<file path="src/rtl/pelr_map.vh">
`ifndef PELR_MAP_VH
`define PELR_MAP_VH

// register indices; byte address is four times the index
`define PELR_IDX_SEL_FIRST   20'hf0300
`define PELR_IDX_SEL_LAST    20'hf0309
`define PELR_IDX_STATUS      20'hf030a

// selection register layout
`define PELR_SEL_WIDTH       8
`define PELR_SEL_RESET       8'h00
`define PELR_DEST_LSB        0
`define PELR_DEST_MSB        1

// destination field codes
`define PELR_DEST_OFF        2'h0
`define PELR_DEST_ADC        2'h1
`define PELR_DEST_DAC0       2'h2
`define PELR_DEST_DAC1       2'h3

// status register layout
`define PELR_STAT_SEEN_LSB   0
`define PELR_STAT_SEEN_MSB   9
`define PELR_STAT_CLASH_LSB  16
`define PELR_STAT_CLASH_MSB  18
`define PELR_STAT_RESET      32'h00000000

// timing: d/a real-time start lag in cpu clock cycles (2 or 3 allowed)
`define PELR_CLK_PERIOD_NS   25
`define PELR_DAC_LAG_CYCLES  2

// axi response codes
`define PELR_RESP_OKAY       2'h0
`define PELR_RESP_SLVERR     2'h2

`endif

</file>
<file path="src/rtl/pelr_sel_reg.v">
`timescale 1ns/1ps
`include "pelr_map.vh"

module pelr_sel_reg (
   // clock and reset
   input  wire       clk_sys,
   input  wire       rstn,
   // register access
   input  wire       writeEn,
   input  wire [7:0] writeData,
   output wire [7:0] readData,
   // event routing
   input  wire       eventIn,
   output reg        routeAdc,
   output reg        routeDac0,
   output reg        routeDac1
);

   reg [1:0] dest_reg;

   // only the destination field is stored
   always @(posedge clk_sys or negedge rstn) begin
      if (!rstn) begin
         dest_reg <= `PELR_DEST_OFF; // reset leaves the link disabled
      end else if (writeEn) begin
         dest_reg <= writeData[`PELR_DEST_MSB:`PELR_DEST_LSB];
      end
   end

   // upper six bits are constant zero
   assign readData = {6'h00, dest_reg};

   // decode field into one receiver; disabled code matches none
   always @* begin
      routeAdc  = 1'b0;
      routeDac0 = 1'b0;
      routeDac1 = 1'b0;
      case (dest_reg)
         `PELR_DEST_ADC:  routeAdc  = eventIn;
         `PELR_DEST_DAC0: routeDac0 = eventIn;
         `PELR_DEST_DAC1: routeDac1 = eventIn;
         default: begin
            routeAdc = 1'b0;
         end
      endcase
   end

endmodule

</file>
<file path="src/rtl/pelr_router.v">
`timescale 1ns/1ps
`include "pelr_map.vh"

// What this block does
// - Each event source has its own selection register that steers its pulse to one receiver action.
// - A selection register is eight bits wide, with the destination in bits 1:0 and zeros above.
// - Destination code 0 disables, 1 starts a/d conversion, 2 fires d/a channel 0, 3 fires d/a channel 1.
// - Selection registers 0 to 5 serve the six pin edge detectors in that order.
// - Selection registers 6 to 9 serve the end events of timer channels 0 to 3 in that order.
// - Routing is independent of any interrupt flag or enable of the source.
// - An event routed to the a/d converter is its hardware conversion trigger directly.
// - An event routed to a d/a channel starts its conversion 2 or 3 cpu clocks after the event.
// - One cycle of response timing is one cpu clock period.

module pelr_router #(
   parameter NUM_SRC = 10
) (
   // clock and reset
   input  wire        clk_sys,
   input  wire        rstn,
   // axi4-lite write address
   input  wire        s_axi_awvalid,
   output wire        s_axi_awready,
   input  wire [31:0] s_axi_awaddr,
   input  wire [2:0]  s_axi_awprot,
   // axi4-lite write data
   input  wire        s_axi_wvalid,
   output wire        s_axi_wready,
   input  wire [31:0] s_axi_wdata,
   input  wire [3:0]  s_axi_wstrb,
   // axi4-lite write response
   output wire        s_axi_bvalid,
   input  wire        s_axi_bready,
   output wire [1:0]  s_axi_bresp,
   // axi4-lite read address
   input  wire        s_axi_arvalid,
   output wire        s_axi_arready,
   input  wire [31:0] s_axi_araddr,
   input  wire [2:0]  s_axi_arprot,
   // axi4-lite read data
   output wire        s_axi_rvalid,
   input  wire        s_axi_rready,
   output wire [31:0] s_axi_rdata,
   output wire [1:0]  s_axi_rresp,
   // pin edge detector events, one-cycle pulses
   input  wire        pinEdgeEvent0,
   input  wire        pinEdgeEvent1,
   input  wire        pinEdgeEvent2,
   input  wire        pinEdgeEvent3,
   input  wire        pinEdgeEvent4,
   input  wire        pinEdgeEvent5,
   // timer channel count or capture end events
   input  wire        timerCh0EndEvent,
   input  wire        timerCh1EndEvent,
   input  wire        timerCh2EndEvent,
   input  wire        timerCh3EndEvent,
   // receiver triggers
   output wire        adcConvStart,
   output wire        dacChannelZeroStart,
   output wire        dacChannelOneStart
);

   // d/a start lag; 2 or 3 keeps the start inside the allowed window
   localparam LAG = `PELR_DAC_LAG_CYCLES;

   // each handshake half is parked here until its partner arrives
   // write channel state
   reg        awHeld_reg;
   reg [31:0] awAddr_reg;
   reg        wHeld_reg;
   reg [31:0] wData_reg;
   reg [3:0]  wStrb_reg;
   reg        bValid_reg;
   reg [1:0]  bResp_reg;
   // read channel state
   reg        rValid_reg;
   reg [31:0] rData_reg;
   reg [1:0]  rResp_reg;
   // status and d/a lag lines
   reg [9:0]  seen_reg;
   reg [9:0]  seen_next;
   reg [LAG-1:0] dac0Pipe_reg;
   reg [LAG-1:0] dac1Pipe_reg;

   // per-source routing, read-back and receiver usage counts
   wire [NUM_SRC-1:0]   srcEvent;
   wire [NUM_SRC-1:0]   toAdc;
   wire [NUM_SRC-1:0]   toDac0;
   wire [NUM_SRC-1:0]   toDac1;
   wire [NUM_SRC*8-1:0] selRead;
   wire [NUM_SRC-1:0]   selWe;
   reg  [2:0]           clash;
   reg  [1:0]           cntAdc;
   reg  [1:0]           cntDac0;
   reg  [1:0]           cntDac1;
   integer              k;
   reg  [7:0]           rSelByte;
   reg  [31:0]          statWord;
   integer              r;

   // sources enter in register order, pins first then timers
   assign srcEvent = {timerCh3EndEvent, timerCh2EndEvent,
                      timerCh1EndEvent, timerCh0EndEvent,
                      pinEdgeEvent5, pinEdgeEvent4,
                      pinEdgeEvent3, pinEdgeEvent2,
                      pinEdgeEvent1, pinEdgeEvent0};

   // ------------------------------------------------------------ write path
   // a write commits one cycle after the later of its two halves
   // protection attributes on both address channels are accepted and ignored
   wire        doWrite  = awHeld_reg && wHeld_reg && !bValid_reg;
   wire [29:0] wIdx     = awAddr_reg[31:2];
   wire [29:0] wRel     = wIdx - {10'h000, `PELR_IDX_SEL_FIRST};
   wire        wSelHit  = (wIdx >= {10'h000, `PELR_IDX_SEL_FIRST}) &&
                          (wIdx <= {10'h000, `PELR_IDX_SEL_LAST});
   wire        wStatHit = (wIdx == {10'h000, `PELR_IDX_STATUS});
   wire [15:0] wOneHot  = 16'h0001 << wRel[3:0];

   // byte lane 0 carries the whole selection register
   assign selWe = (doWrite && wSelHit && wStrb_reg[0]) ? wOneHot[NUM_SRC-1:0] : {NUM_SRC{1'b0}};

   // each channel is taken once and held until the pair completes
   assign s_axi_awready = !awHeld_reg && !bValid_reg;
   assign s_axi_wready  = !wHeld_reg && !bValid_reg;
   assign s_axi_bvalid  = bValid_reg;
   assign s_axi_bresp   = bResp_reg;

   // address and data may arrive in either order
   always @(posedge clk_sys or negedge rstn) begin
      if (!rstn) begin
         awHeld_reg <= 1'b0;
         awAddr_reg <= 32'h00000000;
         wHeld_reg  <= 1'b0;
         wData_reg  <= 32'h00000000;
         wStrb_reg  <= 4'h0;
         bValid_reg <= 1'b0;
         bResp_reg  <= `PELR_RESP_OKAY;
      end else begin
         if (s_axi_awvalid && s_axi_awready) begin
            awHeld_reg <= 1'b1;
            awAddr_reg <= s_axi_awaddr;
         end
         if (s_axi_wvalid && s_axi_wready) begin
            wHeld_reg <= 1'b1;
            wData_reg <= s_axi_wdata;
            wStrb_reg <= s_axi_wstrb;
         end
         // commit frees both halves; a new pair waits for the answer to go
         if (doWrite) begin
            awHeld_reg <= 1'b0;
            wHeld_reg  <= 1'b0;
            bValid_reg <= 1'b1;
            bResp_reg  <= (wSelHit || wStatHit) ? `PELR_RESP_OKAY : `PELR_RESP_SLVERR;
         end else if (bValid_reg && s_axi_bready) begin
            bValid_reg <= 1'b0;
         end
      end
   end

   // ------------------------------------------------------------ read path
   // read decode runs straight off the address bus; the answer is registered
   wire [29:0] rIdx     = s_axi_araddr[31:2];
   wire [29:0] rRel     = rIdx - {10'h000, `PELR_IDX_SEL_FIRST};
   wire        rSelHit  = (rIdx >= {10'h000, `PELR_IDX_SEL_FIRST}) &&
                          (rIdx <= {10'h000, `PELR_IDX_SEL_LAST});
   wire        rStatHit = (rIdx == {10'h000, `PELR_IDX_STATUS});

   // pick the addressed selector by compare, never by an index past the last slot
   always @* begin
      rSelByte = 8'h00;
      for (r = 0; r < NUM_SRC; r = r + 1) begin
         if (rRel[3:0] == r[3:0]) begin
            rSelByte = selRead[r*8 +: 8];
         end
      end
   end

   // status word: sticky routed flags low, live clash flags from bit 16
   always @* begin
      statWord = `PELR_STAT_RESET;
      statWord[`PELR_STAT_SEEN_MSB:`PELR_STAT_SEEN_LSB]   = seen_reg;
      statWord[`PELR_STAT_CLASH_MSB:`PELR_STAT_CLASH_LSB] = clash;
   end

   // one read in flight; a new address waits until the data is taken
   assign s_axi_arready = !rValid_reg;
   assign s_axi_rvalid  = rValid_reg;
   assign s_axi_rdata   = rData_reg;
   assign s_axi_rresp   = rResp_reg;

   // data sampled at the address handshake, answered next cycle
   always @(posedge clk_sys or negedge rstn) begin
      if (!rstn) begin
         rValid_reg <= 1'b0;
         rData_reg  <= 32'h00000000;
         rResp_reg  <= `PELR_RESP_OKAY;
      end else if (s_axi_arvalid && s_axi_arready) begin
         rValid_reg <= 1'b1;
         if (rSelHit) begin
            rData_reg <= {24'h000000, rSelByte};
            rResp_reg <= `PELR_RESP_OKAY;
         end else if (rStatHit) begin
            rData_reg <= statWord;
            rResp_reg <= `PELR_RESP_OKAY;
         end else begin
            rData_reg <= 32'h00000000;
            rResp_reg <= `PELR_RESP_SLVERR;
         end
      end else if (rValid_reg && s_axi_rready) begin
         rValid_reg <= 1'b0;
      end
   end

   // ------------------------------------------------------------ selectors
   // a disabled selector drops its source's pulses outright
   genvar i;
   generate
      for (i = 0; i < NUM_SRC; i = i + 1) begin : gSel
         // one selector per source, fed straight from the source pulse
         pelr_sel_reg uSel (
            .clk_sys   (clk_sys),
            .rstn      (rstn),
            .writeEn   (selWe[i]),
            .writeData (wData_reg[7:0]),
            .readData  (selRead[i*8 +: 8]),
            .eventIn   (srcEvent[i]),
            .routeAdc  (toAdc[i]),
            .routeDac0 (toDac0[i]),
            .routeDac1 (toDac1[i])
         );
      end
   endgenerate

   // ------------------------------------------------------------ receivers
   // a/d trigger is combinational so the conversion starts on the event cycle
   assign adcConvStart = |toAdc;

   // reset empties the lag line so no stale start fires after reset
   // fixed two-cycle lag; an extra flop would still sit inside the window
   always @(posedge clk_sys or negedge rstn) begin
      if (!rstn) begin
         dac0Pipe_reg <= {LAG{1'b0}};
         dac1Pipe_reg <= {LAG{1'b0}};
      end else begin
         dac0Pipe_reg <= {dac0Pipe_reg[LAG-2:0], |toDac0};
         dac1Pipe_reg <= {dac1Pipe_reg[LAG-2:0], |toDac1};
      end
   end

   // lag counted in cpu clocks of this domain
   assign dacChannelZeroStart = dac0Pipe_reg[LAG-1];
   assign dacChannelOneStart  = dac1Pipe_reg[LAG-1];

   // ------------------------------------------------------------ status
   // live count of sources aimed at each receiver; flags misuse by software
   // counts saturate at two: only the presence of a clash matters
   always @* begin
      cntAdc  = 2'h0;
      cntDac0 = 2'h0;
      cntDac1 = 2'h0;
      for (k = 0; k < NUM_SRC; k = k + 1) begin
         if (selRead[k*8 +: 2] == `PELR_DEST_ADC && cntAdc != 2'h2) begin
            cntAdc = cntAdc + 2'h1;
         end
         if (selRead[k*8 +: 2] == `PELR_DEST_DAC0 && cntDac0 != 2'h2) begin
            cntDac0 = cntDac0 + 2'h1;
         end
         if (selRead[k*8 +: 2] == `PELR_DEST_DAC1 && cntDac1 != 2'h2) begin
            cntDac1 = cntDac1 + 2'h1;
         end
      end
      // flag order from the lowest bit: a/d, d/a 0, d/a 1
      clash = {cntDac1 == 2'h2, cntDac0 == 2'h2, cntAdc == 2'h2};
   end

   // sticky per-source routed flags; write one to clear, a new event wins
   // a pulse dropped by a disabled link leaves no flag behind
   always @* begin
      seen_next = seen_reg;
      if (doWrite && wStatHit) begin
         if (wStrb_reg[0]) begin
            seen_next[7:0] = seen_reg[7:0] & ~wData_reg[7:0];
         end
         if (wStrb_reg[1]) begin
            seen_next[9:8] = seen_reg[9:8] & ~wData_reg[9:8];
         end
      end
      seen_next = seen_next | (toAdc | toDac0 | toDac1);
   end

   // flags held here; cleared by reset or by a write of one
   always @(posedge clk_sys or negedge rstn) begin
      if (!rstn) begin
         seen_reg <= 10'h000;
      end else begin
         seen_reg <= seen_next;
      end
   end

endmodule

</file>
<file path="config.mk">
export PLATFORM = sky130hd
export DESIGN_NAME = pelr_router
export DESIGN_NICKNAME = d
export VERILOG_FILES = /design/src/rtl/pelr_sel_reg.v /design/src/rtl/pelr_router.v
export VERILOG_INCLUDE_DIRS = /design/src /design/src/rtl
export SDC_FILE = /design/constraint.sdc
export NUM_CORES = 1
export LEC_CHECK = 0
export BUFFER_PORTS_ARGS = -buffer_cell sky130_fd_sc_hd__buf_4
export CORE_UTILIZATION = 50
export DETAILED_ROUTE_END_ITERATION = 6
export GPL_ROUTABILITY_DRIVEN = 0
export HOLD_SLACK_MARGIN = 0.15
export PLACE_DENSITY = 0.75
export SETUP_SLACK_MARGIN = 0.05
export SYNTH_ARGS = -nofsm -noshare
export SYNTH_HDL_FRONTEND = slang
export SYNTH_HIERARCHICAL = 1
export SYNTH_SLANG_ARGS = --single-unit
</file>
<file path="constraint.sdc">
create_clock -name clk_sys -period 4.7 [get_ports clk_sys]
set_clock_uncertainty 0.15 [all_clocks]
set_input_delay 1.175 -clock clk_sys [delete_from_list [all_inputs] [get_ports clk_sys]]
set_output_delay 1.175 -clock clk_sys [all_outputs]
set_load 0.05 [all_outputs]
</file>
==> out/metrics.yaml <==
worstRegToRegCells: 16
max_stage_delay_ns: 0.51
place_inst: 1021
firstDrtPassIters: 5
ys_dominant_reg_cell: "dfrtp_1"
worst-r2r-setup-slack_ns: 0.42
holdPathEnd: "dac0Pipe_reg[1]$_DFF_PN0_"
yosysTopAreaCellShare_pct: 34.0
yosysTopAreaCell: "dfrtp_1"
numCtsBuffers: 9
cts_tree: "yes"
syn_to_final_growth_pct: 14.0
core-area_um2: 13500
die_y_um: 120
grt_max_degree: 86
r2r-start: "gSel[0].uSel/dest_reg[1]$_DFFE_PN0P_"
dieArea_um2: 14500
tightest_slew_ns: 1.06
fmax_ghz: 0.234
required_ns: 4.78
antenna_found_initial: 0
endpoint_kind: "flip-flop"
track_usage_pct: 23.6
vias: 5756
wl_per_cell_um: 16.0
synth_area_per_cell_um2: 9.15
fin_util_pct: 59.3
reg2reg_to: "s_axi_rdata[18]$_DFFE_PN0P_"
std_cell_rows: 42
hold_ws_ns: 0.201
drc: 0
yosys-top-cells-area: "dfrtp_1 (34%), buf_4 (8.7%), mux2_2 (7.9%)"
ys_types: 79
largest_reg_flops: 30
grt.overflow.total: 0
ios: 167
clock_latency_ns: 0.34
synth-async-reset-ratio_pct: 100
max-vdd-ir-drop_v: 0.000426
power_density_nw_per_um2: 337
drt_iter0_markers: 380
outcome: "complete, no violations"
final_cell_mix: "buf_4 (121), dfrtp_1 (95), conb_1 (81), nand2_1 (66), nor2_1 (53)"
rsz0062_at_grt: "false"
grt_pass1_vias: 5338
slew_violations: 0
whs_path_depth: 0
finalSetupViolCount: 0
cts_sinks: 95
n_fill_cell: 1200
arrival_ns: 4.36
hpwlAfterDp_um: 12000
cp_max_fo: 11
synth_seq_cells: 95
antenna_left: 0
clkTransAtPathRegs_ns: 0.07
crit_top_cell: "ha_1"
drive_gt1_share_pct: 26.3
syn_inst: 764
p_leak_nw: 3.84
finalCritPeriodShare_pct: 91.0
routed_wl_um: 16500
grt_first_pass_wirelength_um: 27100
hold_path_class: "reg2reg"
cts_htree_levels: 3
crit_path_start_kind: "flip-flop"
yosysWarnings: 6
portBuffers: 111
antenna_cells: 0
synth-edff-count: 0
hp-start: "dac0Pipe_reg[0]$_DFF_PN0_"
drv_cap: 0
syn_area_um2: 6990
fin_cells: 1036
nNetsFinal: 990
cts_hold_buf: 0
slew_headroom_pct: 29.6
critical_path_class: "reg2reg"
timing.final.ws_setup_ns: 0.424
finalHoldViolations: 0
layout_commonest_cell: "buf_4"
drt-vias-per-instance: 5.56
cts_max_path_buffers: 2
initial_utilization_pct: 52.0
ys_seq_area_share_pct: 34.0
pre_cts_ws_ns: 0.299
root_buffer: "clkbuf_16"
fin_crit_ns: 4.28
cp_slowest_cell: "dfrtp_1"
fin_tns_setup_ns: 0
path_cells: "and2_1 > ha_1 > nand3b_2 > or3_1 > a21oi_1 > nor2_1 > a2111oi_2 > a221oi_2 > ha_1 > nand3b_1 > xor2_1 > inv_1 > ha_1 > nor3_1 > a32o_1 > a21o_1"
die_w_um: 120
==> repair_timing <==
action	in CTS	in global routing
gates resized for setup	0	1
endpoints found under the setup margin	0	1
setup buffers	0	0
==> power breakdown <==
group          switching, mW  internal [mW]  total [mW]
logic                  0.384          0.338       0.722
clock network          0.323          0.431       0.753
registers              0.172           1.04        1.21
total                  0.879           1.80        2.68
==> cell families (layout without fill, tap and decap cells) <==
family,Yosys count,count (layout),synth area share [%]
compound gates,158,158,15.9
mux,78,78,13.8
other cells,11,81,0.590
xor+xnor,7,7,0.877
simple gates,273,273,21.3
fa+ha+maj,12,12,2.11
buf+inv,130,156,11.4
flops,95,95,34.0
==> worst max path at each step <==
stage,start,end,depth (start not counted)
finish,gSel[0].uSel/dest_reg[1]$_DFFE_PN0P_,s_axi_rdata[18]$_DFFE_PN0P_,16
global route,gSel[0].uSel/dest_reg[1]$_DFFE_PN0P_,s_axi_rdata[16]$_DFFE_PN0P_,16
CTS,gSel[0].uSel/dest_reg[1]$_DFFE_PN0P_,s_axi_rdata[16]$_DFFE_PN0P_,16
detailed placement,gSel[0].uSel/dest_reg[1]$_DFFE_PN0P_,s_axi_rdata[16]$_DFFE_PN0P_,16
global placement,gSel[0].uSel/dest_reg[1]$_DFFE_PN0P_,s_axi_rdata[16]$_DFFE_PN0P_,16
floorplan,gSel[1].uSel/dest_reg[1]$_DFFE_PN0P_,s_axi_rdata[16]$_DFFE_PN0P_,18
==> cells in the mapped netlist (11+ instances only) <==
| cell | n |
|---|---|
| ha_1 | 11 |
| mux2_2 | 49 |
| clkbuf_1 | 17 |
| nor2b_1 | 13 |
| and3b_1 | 22 |
| a21oi_1 | 41 |
| buf_4 | 81 |
| a22oi_1 | 16 |
| nor2_1 | 53 |
| mux2_4 | 22 |
| dfrtp_1 | 95 |
| and3_1 | 16 |
| conb_1 | 11 |
| nand3_1 | 21 |
| inv_1 | 20 |
| o21ai_0 | 33 |
| nor4_1 | 13 |
| nand2_1 | 66 |
==> layer usage <==
metal / up-vias / track usage [%] / wire length, µm
met5: - / 0 / 0
met2: 214 / 38.4 / 7740
met4: 0 / 9.41 / 507
met1: 2730 / 30.5 / 6940
met3: 33 / 5.19 / 1360
li1: 2779 / - / -
==> layout make-up <==
class / instances / area [µm²] / share of cell area, %
repair buffers: 121 / 908 / 11.4
well taps: 176 / 220 / 2.76
clock buffers: 10 / 239 / 3.00
inverters: 20 / 75.1 / 0.942
clock inverters: 5 / 66.3 / 0.832
multi-input cells: 609 / 4090 / 51.2
flip-flops and latches: 95 / 2380 / 29.8
==> worst max-delay path: cells and delay by family, from the launching register on <==
family | cells | cell delay, ns
buf+inv | 1 | 0.07
flops | 1 | 0.51
simple gates | 6 | 1.24
fa+ha+maj | 3 | 0.69
xor+xnor | 1 | 0.26
compound gates | 5 | 1.24
==> per-stage QoR <==
stage	power, mW	area [µm²]
after CTS	2.70	7970
after detailed placement	1.94	7660
final	2.68	7970
after global placement	1.91	7660
after global routing	2.83	7970
after floorplan	1.75	7260
(Power assumes the default switching activity.)
